### src/core/rpat_pkg.sv
// shared constants and carriers of the inbound address translator
// assumes one 50 MHz clock and a synchronous active-high reset
package rpat_pkg;

    // data and address widths
    localparam int unsigned RPAT_DATA_W     = 32;
    localparam int unsigned RPAT_BUS_AW     = 8;
    localparam int unsigned RPAT_REGION_N   = 4;
    localparam int unsigned RPAT_FIELD_LSB  = 2;
    localparam int unsigned RPAT_FIELD_W    = RPAT_DATA_W - RPAT_FIELD_LSB;

    // register map: size at base + step*i, offset one word above it
    localparam logic [7:0]  RPAT_OFS_REGION_BASE = 8'h00;
    localparam logic [7:0]  RPAT_OFS_REGION_STEP = 8'h08;
    localparam logic [7:0]  RPAT_OFS_REGION_END  = 8'h20;
    localparam logic [7:0]  RPAT_OFS_STATUS      = 8'h20;

    // status register layout
    localparam int unsigned RPAT_STAT_MISS_LSB = 0;
    localparam int unsigned RPAT_STAT_MISS_W   = 16;
    localparam int unsigned RPAT_STAT_LAST_LSB = 16;
    localparam int unsigned RPAT_STAT_BUSY_BIT = 20;

    // values after reset
    localparam logic [29:0] RPAT_FIELD_RESET = 30'h0000_0000;
    localparam logic [15:0] RPAT_MISS_RESET  = 16'h0000;
    localparam logic [1:0]  RPAT_LAST_RESET  = 2'h0;

    // bus answers
    localparam logic [1:0]  RPAT_RESP_OKAY   = 2'h0;
    localparam logic [1:0]  RPAT_RESP_SLVERR = 2'h2;

    // one access: inbound packet or local configuration bus request
    typedef struct packed {
        logic        write;
        logic [31:0] addr;
        logic [31:0] wdata;
    } rpat_acc_t;

    // register decode result
    typedef struct packed {
        logic       region;
        logic       is_offset;
        logic [1:0] idx;
        logic       status;
    } rpat_dec_t;

    function automatic rpat_dec_t rpat_decode(input logic [7:0] a);
        rpat_dec_t d;
        logic [7:0] rel;
        d         = '0;
        rel       = a - RPAT_OFS_REGION_BASE;
        d.region  = (a >= RPAT_OFS_REGION_BASE) && (a < RPAT_OFS_REGION_END)
                    && (a[1:0] == 2'h0);
        d.idx       = rel[4:3];
        d.is_offset = rel[2];
        d.status    = (a == RPAT_OFS_STATUS);
        return d;
    endfunction

endpackage

### src/core/rpat_top.sv
// inbound address translator: four regions, register slave, output stage
// assumes inbound packets and the local bus run on ref_clk
//
// Notes on behaviour
// region one: below size, add offset
// region two: below size, add offset
// region three: below size, add offset
// size and offset fields hold bits 31..2
// low two bits read zero, writes ignored
// translated address drives local bus access
// region four works the same way
// first match wins; misses never forwarded
`timescale 1ns/10ps
module rpat_top (
    // clock and reset
    input  wire logic                 ref_clk,
    input  wire logic                 rst,
    // register bus, write address
    input  wire logic [7:0]           s_axil_awaddr,
    input  wire logic                 s_axil_awvalid,
    output logic                      s_axil_awready,
    // register bus, write data
    input  wire logic [31:0]          s_axil_wdata,
    input  wire logic [3:0]           s_axil_wstrb,
    input  wire logic                 s_axil_wvalid,
    output logic                      s_axil_wready,
    // register bus, write response
    output logic [1:0]                s_axil_bresp,
    output logic                      s_axil_bvalid,
    input  wire logic                 s_axil_bready,
    // register bus, read
    input  wire logic [7:0]           s_axil_araddr,
    input  wire logic                 s_axil_arvalid,
    output logic                      s_axil_arready,
    output logic [31:0]               s_axil_rdata,
    output logic [1:0]                s_axil_rresp,
    output logic                      s_axil_rvalid,
    input  wire logic                 s_axil_rready,
    // inbound packets
    input  wire logic                 pkt_valid,
    output logic                      pkt_ready,
    input  wire rpat_pkg::rpat_acc_t  pkt_acc,
    // local configuration bus
    output logic                      cfg_valid,
    input  wire logic                 cfg_ready,
    output rpat_pkg::rpat_acc_t       cfg_acc,
    output logic                      pkt_miss
);
    import rpat_pkg::*;

    // region fields, bits 31..2 only
    logic [29:0] size_q [RPAT_REGION_N];
    logic [29:0] size_d [RPAT_REGION_N];
    logic [29:0] off_q  [RPAT_REGION_N];
    logic [29:0] off_d  [RPAT_REGION_N];

    // bus slave state
    logic        aw_held_q, aw_held_d;
    logic        w_held_q, w_held_d;
    logic [7:0]  awaddr_q, awaddr_d;
    logic [31:0] wdata_q, wdata_d;
    logic [3:0]  wstrb_q, wstrb_d;
    logic        bvalid_q, bvalid_d;
    logic [1:0]  bresp_q, bresp_d;
    logic        rvalid_q, rvalid_d;
    logic [1:0]  rresp_q, rresp_d;
    logic [31:0] rdata_q, rdata_d;
    logic        rd_region_q, rd_region_d;

    // translation state
    logic [15:0] miss_cnt_q, miss_cnt_d;
    logic [1:0]  last_q, last_d;
    logic        miss_q, miss_d;

    // translation datapath
    logic [RPAT_REGION_N-1:0] hit;
    logic [31:0]              xaddr [RPAT_REGION_N];
    logic [1:0]               sel;
    logic                     any_hit;
    logic                     fwd_ready;
    logic                     pkt_fire;
    logic                     write_go;
    rpat_acc_t                fwd_acc;
    rpat_dec_t                wr_dec;
    rpat_dec_t                rd_dec;
    logic [31:0]              wr_merge;

    // per-region compare and add
    for (genvar g = 0; g < RPAT_REGION_N; g++) begin : g_region
        rpat_region_match u_match (
            .pkt_addr     (pkt_acc.addr),
            .size_field   (size_q[g]),
            .offset_field (off_q[g]),
            .hit          (hit[g]),
            .xlate_addr   (xaddr[g])
        );
    end

    // lowest numbered matching region wins
    always_comb begin
        sel     = 2'h0;
        any_hit = |hit;
        for (int i = RPAT_REGION_N - 1; i >= 0; i--) begin
            if (hit[i]) begin
                sel = 2'(i);
            end
        end
    end

    // translated address replaces the packet address
    always_comb begin
        fwd_acc      = pkt_acc;
        fwd_acc.addr = xaddr[sel];
    end

    assign pkt_ready = fwd_ready;
    assign pkt_fire  = pkt_valid && fwd_ready;

    // only matching packets load the output stage
    rpat_fwd_stage u_fwd (
        .ref_clk   (ref_clk),
        .rst       (rst),
        .in_valid  (pkt_valid && any_hit),
        .in_ready  (fwd_ready),
        .in_acc    (fwd_acc),
        .out_valid (cfg_valid),
        .out_ready (cfg_ready),
        .out_acc   (cfg_acc)
    );

    // miss count saturates, last region shows the latest hit
    always_comb begin
        miss_d     = pkt_fire && !any_hit;
        miss_cnt_d = miss_cnt_q;
        last_d     = last_q;
        if (miss_d && (miss_cnt_q != 16'hFFFF)) begin
            miss_cnt_d = miss_cnt_q + 16'h0001;
        end
        if (pkt_fire && any_hit) begin
            last_d = sel;
        end
    end

    // write channel: address and data in either order
    assign s_axil_awready = !aw_held_q;
    assign s_axil_wready  = !w_held_q;
    assign write_go       = aw_held_q && w_held_q && !bvalid_q;
    assign wr_dec         = rpat_decode(awaddr_q);

    always_comb begin
        wr_merge  = 32'h0000_0000;
        aw_held_d = aw_held_q;
        w_held_d  = w_held_q;
        awaddr_d  = awaddr_q;
        wdata_d   = wdata_q;
        wstrb_d   = wstrb_q;
        bvalid_d  = bvalid_q;
        bresp_d   = bresp_q;
        size_d    = size_q;
        off_d     = off_q;
        if (s_axil_awvalid && !aw_held_q) begin
            aw_held_d = 1'b1;
            awaddr_d  = s_axil_awaddr;
        end
        if (s_axil_wvalid && !w_held_q) begin
            w_held_d = 1'b1;
            wdata_d  = s_axil_wdata;
            wstrb_d  = s_axil_wstrb;
        end
        if (s_axil_bvalid && s_axil_bready) begin
            bvalid_d = 1'b0;
        end
        if (write_go) begin
            aw_held_d = 1'b0;
            w_held_d  = 1'b0;
            bvalid_d  = 1'b1;
            bresp_d   = (wr_dec.region || wr_dec.status) ? RPAT_RESP_OKAY
                                                         : RPAT_RESP_SLVERR;
            if (wr_dec.region) begin
                // merge bytes, keep only bits 31..2
                wr_merge = wr_dec.is_offset ? {off_q[wr_dec.idx], 2'h0}
                                            : {size_q[wr_dec.idx], 2'h0};
                for (int b = 0; b < 4; b++) begin
                    if (wstrb_q[b]) begin
                        wr_merge[8*b +: 8] = wdata_q[8*b +: 8];
                    end
                end
                if (wr_dec.is_offset) begin
                    off_d[wr_dec.idx] = wr_merge[31:RPAT_FIELD_LSB];
                end else begin
                    size_d[wr_dec.idx] = wr_merge[31:RPAT_FIELD_LSB];
                end
            end
        end
    end

    // read channel: one read under way at a time
    assign s_axil_arready = !rvalid_q;
    assign rd_dec         = rpat_decode(s_axil_araddr);

    always_comb begin
        rvalid_d    = rvalid_q;
        rresp_d     = rresp_q;
        rdata_d     = rdata_q;
        rd_region_d = rd_region_q;
        if (s_axil_rvalid && s_axil_rready) begin
            rvalid_d = 1'b0;
        end
        if (s_axil_arvalid && !rvalid_q) begin
            rvalid_d    = 1'b1;
            rresp_d     = RPAT_RESP_OKAY;
            rd_region_d = rd_dec.region;
            rdata_d     = 32'h0000_0000;
            if (rd_dec.region) begin
                // low bits always read zero
                rdata_d = rd_dec.is_offset ? {off_q[rd_dec.idx], 2'h0}
                                           : {size_q[rd_dec.idx], 2'h0};
            end else if (rd_dec.status) begin
                rdata_d[RPAT_STAT_MISS_LSB +: RPAT_STAT_MISS_W] = miss_cnt_q;
                rdata_d[RPAT_STAT_LAST_LSB +: 2]                = last_q;
                rdata_d[RPAT_STAT_BUSY_BIT]                     = cfg_valid;
            end else begin
                rresp_d = RPAT_RESP_SLVERR;
            end
        end
    end

    always_ff @(posedge ref_clk) begin
        if (rst) begin
            aw_held_q   <= 1'b0;
            w_held_q    <= 1'b0;
            awaddr_q    <= 8'h00;
            wdata_q     <= 32'h0000_0000;
            wstrb_q     <= 4'h0;
            bvalid_q    <= 1'b0;
            bresp_q     <= RPAT_RESP_OKAY;
            rvalid_q    <= 1'b0;
            rresp_q     <= RPAT_RESP_OKAY;
            rdata_q     <= 32'h0000_0000;
            rd_region_q <= 1'b0;
            miss_cnt_q  <= RPAT_MISS_RESET;
            last_q      <= RPAT_LAST_RESET;
            miss_q      <= 1'b0;
            for (int i = 0; i < RPAT_REGION_N; i++) begin
                size_q[i] <= RPAT_FIELD_RESET;
                off_q[i]  <= RPAT_FIELD_RESET;
            end
        end else begin
            aw_held_q   <= aw_held_d;
            w_held_q    <= w_held_d;
            awaddr_q    <= awaddr_d;
            wdata_q     <= wdata_d;
            wstrb_q     <= wstrb_d;
            bvalid_q    <= bvalid_d;
            bresp_q     <= bresp_d;
            rvalid_q    <= rvalid_d;
            rresp_q     <= rresp_d;
            rdata_q     <= rdata_d;
            rd_region_q <= rd_region_d;
            miss_cnt_q  <= miss_cnt_d;
            last_q      <= last_d;
            miss_q      <= miss_d;
            size_q      <= size_d;
            off_q       <= off_d;
        end
    end

    assign s_axil_bvalid = bvalid_q;
    assign s_axil_bresp  = bresp_q;
    assign s_axil_rvalid = rvalid_q;
    assign s_axil_rresp  = rresp_q;
    assign s_axil_rdata  = rdata_q;
    assign pkt_miss      = miss_q;
endmodule

### src/core/rpat_region_match.sv
// one translation region: compare and add
// assumes size and offset fields come from flip-flops on the same clock
`timescale 1ns/10ps
module rpat_region_match (
    // packet address
    input  wire logic [31:0] pkt_addr,
    // region fields, bits 31..2
    input  wire logic [29:0] size_field,
    input  wire logic [29:0] offset_field,
    // result
    output logic             hit,
    output logic [31:0]      xlate_addr
);
    import rpat_pkg::*;

    always_comb begin
        hit        = pkt_addr < {size_field, 2'h0};
        xlate_addr = pkt_addr + {offset_field, 2'h0};
    end

endmodule

### src/core/rpat_fwd_stage.sv
// one-entry output stage toward the local configuration bus
// assumes the local bus keeps valid/ready rules on the same clock
`timescale 1ns/10ps
module rpat_fwd_stage (
    // clock and reset
    input  wire logic              ref_clk,
    input  wire logic              rst,
    // load side
    input  wire logic              in_valid,
    output logic                   in_ready,
    input  wire rpat_pkg::rpat_acc_t in_acc,
    // bus side
    output logic                   out_valid,
    input  wire logic              out_ready,
    output rpat_pkg::rpat_acc_t    out_acc
);
    import rpat_pkg::*;

    logic      valid_q;
    logic      valid_d;
    rpat_acc_t acc_q;
    rpat_acc_t acc_d;

    always_comb begin
        in_ready = !valid_q || out_ready;
        valid_d  = valid_q;
        acc_d    = acc_q;
        if (valid_q && out_ready) begin
            valid_d = 1'b0;
        end
        if (in_valid && in_ready) begin
            valid_d = 1'b1;
            acc_d   = in_acc;
        end
    end

    always_ff @(posedge ref_clk) begin
        if (rst) begin
            valid_q <= 1'b0;
            acc_q   <= '0;
        end else begin
            valid_q <= valid_d;
            acc_q   <= acc_d;
        end
    end

    assign out_valid = valid_q;
    assign out_acc   = acc_q;

endmodule

### config.mk
export PLATFORM = sky130hd
export DESIGN_NAME = rpat_top
export DESIGN_NICKNAME = d
export VERILOG_FILES = /design/src/core/rpat_pkg.sv /design/src/core/rpat_top.sv /design/src/core/rpat_region_match.sv /design/src/core/rpat_fwd_stage.sv
export SDC_FILE = /design/constraint.sdc
export NUM_CORES = 2
export LEC_CHECK = 0
export BUFFER_PORTS_ARGS = -buffer_cell sky130_fd_sc_hd__buf_2
export CAP_MARGIN = 25
export CORE_ASPECT_RATIO = 0.7
export CORE_UTILIZATION = 59
export DETAILED_ROUTE_END_ITERATION = 16
export GPL_ROUTABILITY_DRIVEN = 0
export PLACE_DENSITY_LB_ADDON = 0.12
export SLEW_MARGIN = 20
export SYNTH_ARGS = -nofsm -noshare
export SYNTH_HDL_FRONTEND = slang
export SYNTH_SLANG_ARGS = --single-unit
### constraint.sdc
create_clock -name ref_clk -period 3.8 [get_ports ref_clk]
set_input_delay 0.38 -clock ref_clk [delete_from_list [all_inputs] [get_ports ref_clk]]
set_output_delay 0.38 -clock ref_clk [all_outputs]
set_load 0.03 [all_outputs]
==> flow_summary_export.csv <==
group,metric,value,unit
synth,syn_area_per_cell,8.06,um2
sta,fin_ws,0.0574,ns
clocking,numClockSinks,405,
min_path,hp-start,"s_axil_awvalid",
final_layout,nets,4070,
route,routedWlPerCell,23.0,um
grt,grt_pass1_vias,26865,
die,start_util,0.603,
synth,synth_top_area_frac,0.287,
route,ant_nets,0,
die,fp.dieW,263,um
route,wirelength,100000,um
final_layout,multi_input_comb_area,18800,um2
critical_path,reg2reg_slack,0.06,ns
synth,ys_async_sr_fraction,0,
clocking,cts_root_buf,"clkbuf_16",
final_layout,final_common_cell,"nand2_1",
die,die_area,48700,um2
run_status,run_status,"finished clean",
power,vdd_drop_max,0.318,mV
synth,ys_warn_count,0,
die,rows,66,
placed_design,dp_slack,-0.0964,ns
final_layout,final_cell_mix,"nand2_1 (783), a21oi_1 (464), dfxtp_1 (402)",
final_layout,diodes,0,
die,dieHeight,185,um
route,first_iter_violations,3619,
min_path,hold_end,"aw_held_q$_SDFFE_PP0P_",
critical_path,path_cells,"ha_1 -> fa_1 -> a21oi_1 -> o21ai_0 -> a31oi_1 -> a21oi_1 -> buf_4 -> a21o_1 -> a21oi_1 -> xnor2_1 -> a2111oi_0 -> buf_4 -> nor3_1",
synth,yosysTopAreaCell,"dfxtp_1",
sta,tightest_slew,1.20,ns
synth,ys.flop_type,"dfxtp_1",
final_layout,area_growth,13.7,%
sta,finalSetupTns,0,ns
final_layout,seqCellArea,8120,um2
grt,grt_pass1_wl,150000,um
clocking,cts_buffers,42,
route,vias_per_cell,6.61,
min_path,hold_depth,2,
critical_path,slowest_delay,0.58,ns
synth,synth_edf_count,0,
sta,min_period,3.74,ns
grt,grt_overflow,0,
die,pin_count,235,
grt,grt_max_degree,167,
grt,antenna_found_initial,0,
sta,slew_headroom,0.202,
synth,synth-seq-cells,405,
power,power,10.8,mW
die,core_area,46800,um2
min_path,hold_path.class,"input port to flip-flop",
route,drt_first_pass_iters,8,
critical_path,r2r-start,"off_q[30]$_SDFFE_PP0P_",
placed_design,post-dp-hpwl,73200,um
critical_path,end_kind,"flip-flop",
clocking,cts_tree,"built",
critical_path,worstPathRequired,4.23,ns
sta,final_hold_viol_count,0,
synth,netlist_instances,3502,
run,max-cap-violations,0,
clocking,path_clk_slew,0.08,ns
critical_path,r2r.worst_path.cells,13,
grt,grt_usage,0.395,
route,num_vias,28753,
final_layout,drive_gt1_frac,0.169,
sta,fin_skew,0.0271,ns
sta,finalSetupViolCount,0,
sta,max_freq,267,MHz
clocking,cts_buffer_depth,3,
critical_path,critPathLaunchType,"flip-flop",
critical_path,crit_type,"flip-flop to flip-flop",
power,p_per_area,335,nW/um2
final_layout,fillers,3808,
synth,synth.distinct_cells,91,
placed_design,io_buffer_count,230,
critical_path,cpMostUsedCell,"a21oi_1",
critical_path,reg2reg_to,"u_fwd.out_acc[50]$_SDFFE_PP0P_",
synth,syn_area,28200,um2
synth,netlist_top_cells_area,"dfxtp_1 (29%), nand2_1 (10%), ha_1 (10%)",
clocking,clk_latency,0.59,ns
critical_path,cp_slowest_cell,"a2111oi_0",
power,leakagePower,12.6,nW
final_layout,final_util,0.685,
critical_path,critPathMaxFanout,4,
sta,report.final.slew_viol_count,0,
critical_path,cp.arrival,4.17,ns
synth,yosysSeqAreaShare,0.287,
clocking,htreeDepth,2,
sta,finalCritPeriodShare,0.985,
sta,holdWs,0.0277,ns
route,drc,0,
==> cells by family after synthesis <==
group,share of synthesized area
muxes,0.126
adders and majority gates,0.106
xor gates and xnor gates,0.0301
AOI/OAI and AO/OA,0.208
buffers and inverters,0.0496
DFF,0.287
and+or+nand+nor,0.192
other,0.000133
==> synth_stat cells, types with 9 or more instances <==
cell,n
inv_1,146
mux2_2,17
a21oi_1,464
and3_1,24
o2111ai_1,14
nand3_1,63
nand2_1,783
nor4_1,15
buf_1,16
mux2i_1,67
nor3_1,58
o211ai_1,26
nor2b_1,21
a22oi_1,15
nand3b_1,11
o31ai_1,14
buf_2,29
a21o_1,72
a311oi_1,9
nand2b_1,12
a31oi_1,30
clkbuf_1,162
nor2_1,174
xor2_1,49
mux4_2,120
a211o_1,10
ha_1,233
xnor2_1,48
dfxtp_1,405
a2111oi_0,13
o21ai_0,82
o21a_1,22
o21bai_1,15
or3_1,15
and2_1,10
o21ai_1,34
nand4_1,24
a211oi_1,47
==> sequential cells by signal, summed over array words and instances, names as in the netlist, 2 cells and up <==
name           count
off_q            120
size_q           120
u_fwd.out_acc     65
s_axil_rdata      32
wdata_q           30
miss_cnt_q        16
awaddr_q           8
wstrb_q            4
last_q             2
==> worst max-delay path, delay by kind of cell (launching register included) <==
kind / cells / cell delay (ns)
flip-flops: 1 / 0.36
AND/OR/NAND/NOR: 1 / 0.03
AO/OA/AOI/OAI: 7 / 2.06
XOR/XNOR: 1 / 0.08
adder cells (fa/ha/maj): 2 / 0.66
buffers and inverters: 2 / 0.41
==> cell type report <==
class                   count  area share
repair buffers            372      0.0743
inverters                 146      0.0171
flip-flops and latches    405       0.253
multi-input cells        2740       0.586
clock inverters            25     0.00921
well taps                 612      0.0239
clock buffers              52      0.0367
==> report_power, final <==
group	switching, mW	internal, mW	leakage, nW	total (mW)
Sequential	0.100	4.35	3.29	4.45
Combinational	1.14	0.632	8.63	1.78
Clock	1.96	2.57	0.727	4.52
Total	3.20	7.55	12.6	10.8
==> worst max path at each step <==
stage	start	to	slack (ns)
final	off_q[30]$_SDFFE_PP0P_	u_fwd.out_acc[50]$_SDFFE_PP0P_	0.06
after global routing	off_q[60]$_SDFFE_PP0P_	u_fwd.out_acc[60]$_SDFFE_PP0P_	-0.003
after CTS	off_q[60]$_SDFFE_PP0P_	u_fwd.out_acc[62]$_SDFFE_PP0P_	0.13
after detailed placement	pkt_acc[34]	u_fwd.out_acc[50]$_SDFFE_PP0P_	-0.1
after global placement	pkt_acc[34]	u_fwd.out_acc[50]$_SDFFE_PP0P_	0.05
after floorplan	pkt_acc[34]	u_fwd.out_acc[62]$_SDFFE_PP0P_	0.54
==> per-layer routing <==
| metal | track usage | part of all wire |
|---|---|---|
| met4 | 0.234 | 0.064 |
| met1 | 0.510 | 0.38 |
| met2 | 0.623 | 0.44 |
| met3 | 0.0722 | 0.11 |
| met5 | 0 | 0 |
==> per-stage QoR <==
step                instance area (um2)  std cells
finish                            32100       4352
global route                      32100       4352
detailed placement                30600       4273
global placement                  30600       4273
floorplan                         28200       3503
CTS                               32100       4351
==> repair_timing <==
item,CTS,global route
resized for setup,0,2
setup endpoints to repair,0,3
setup buffers,0,1
endpoints found under the hold margin,1,0
hold buffers,1,0
Note: power is estimated with default switching activity, not from simulation.
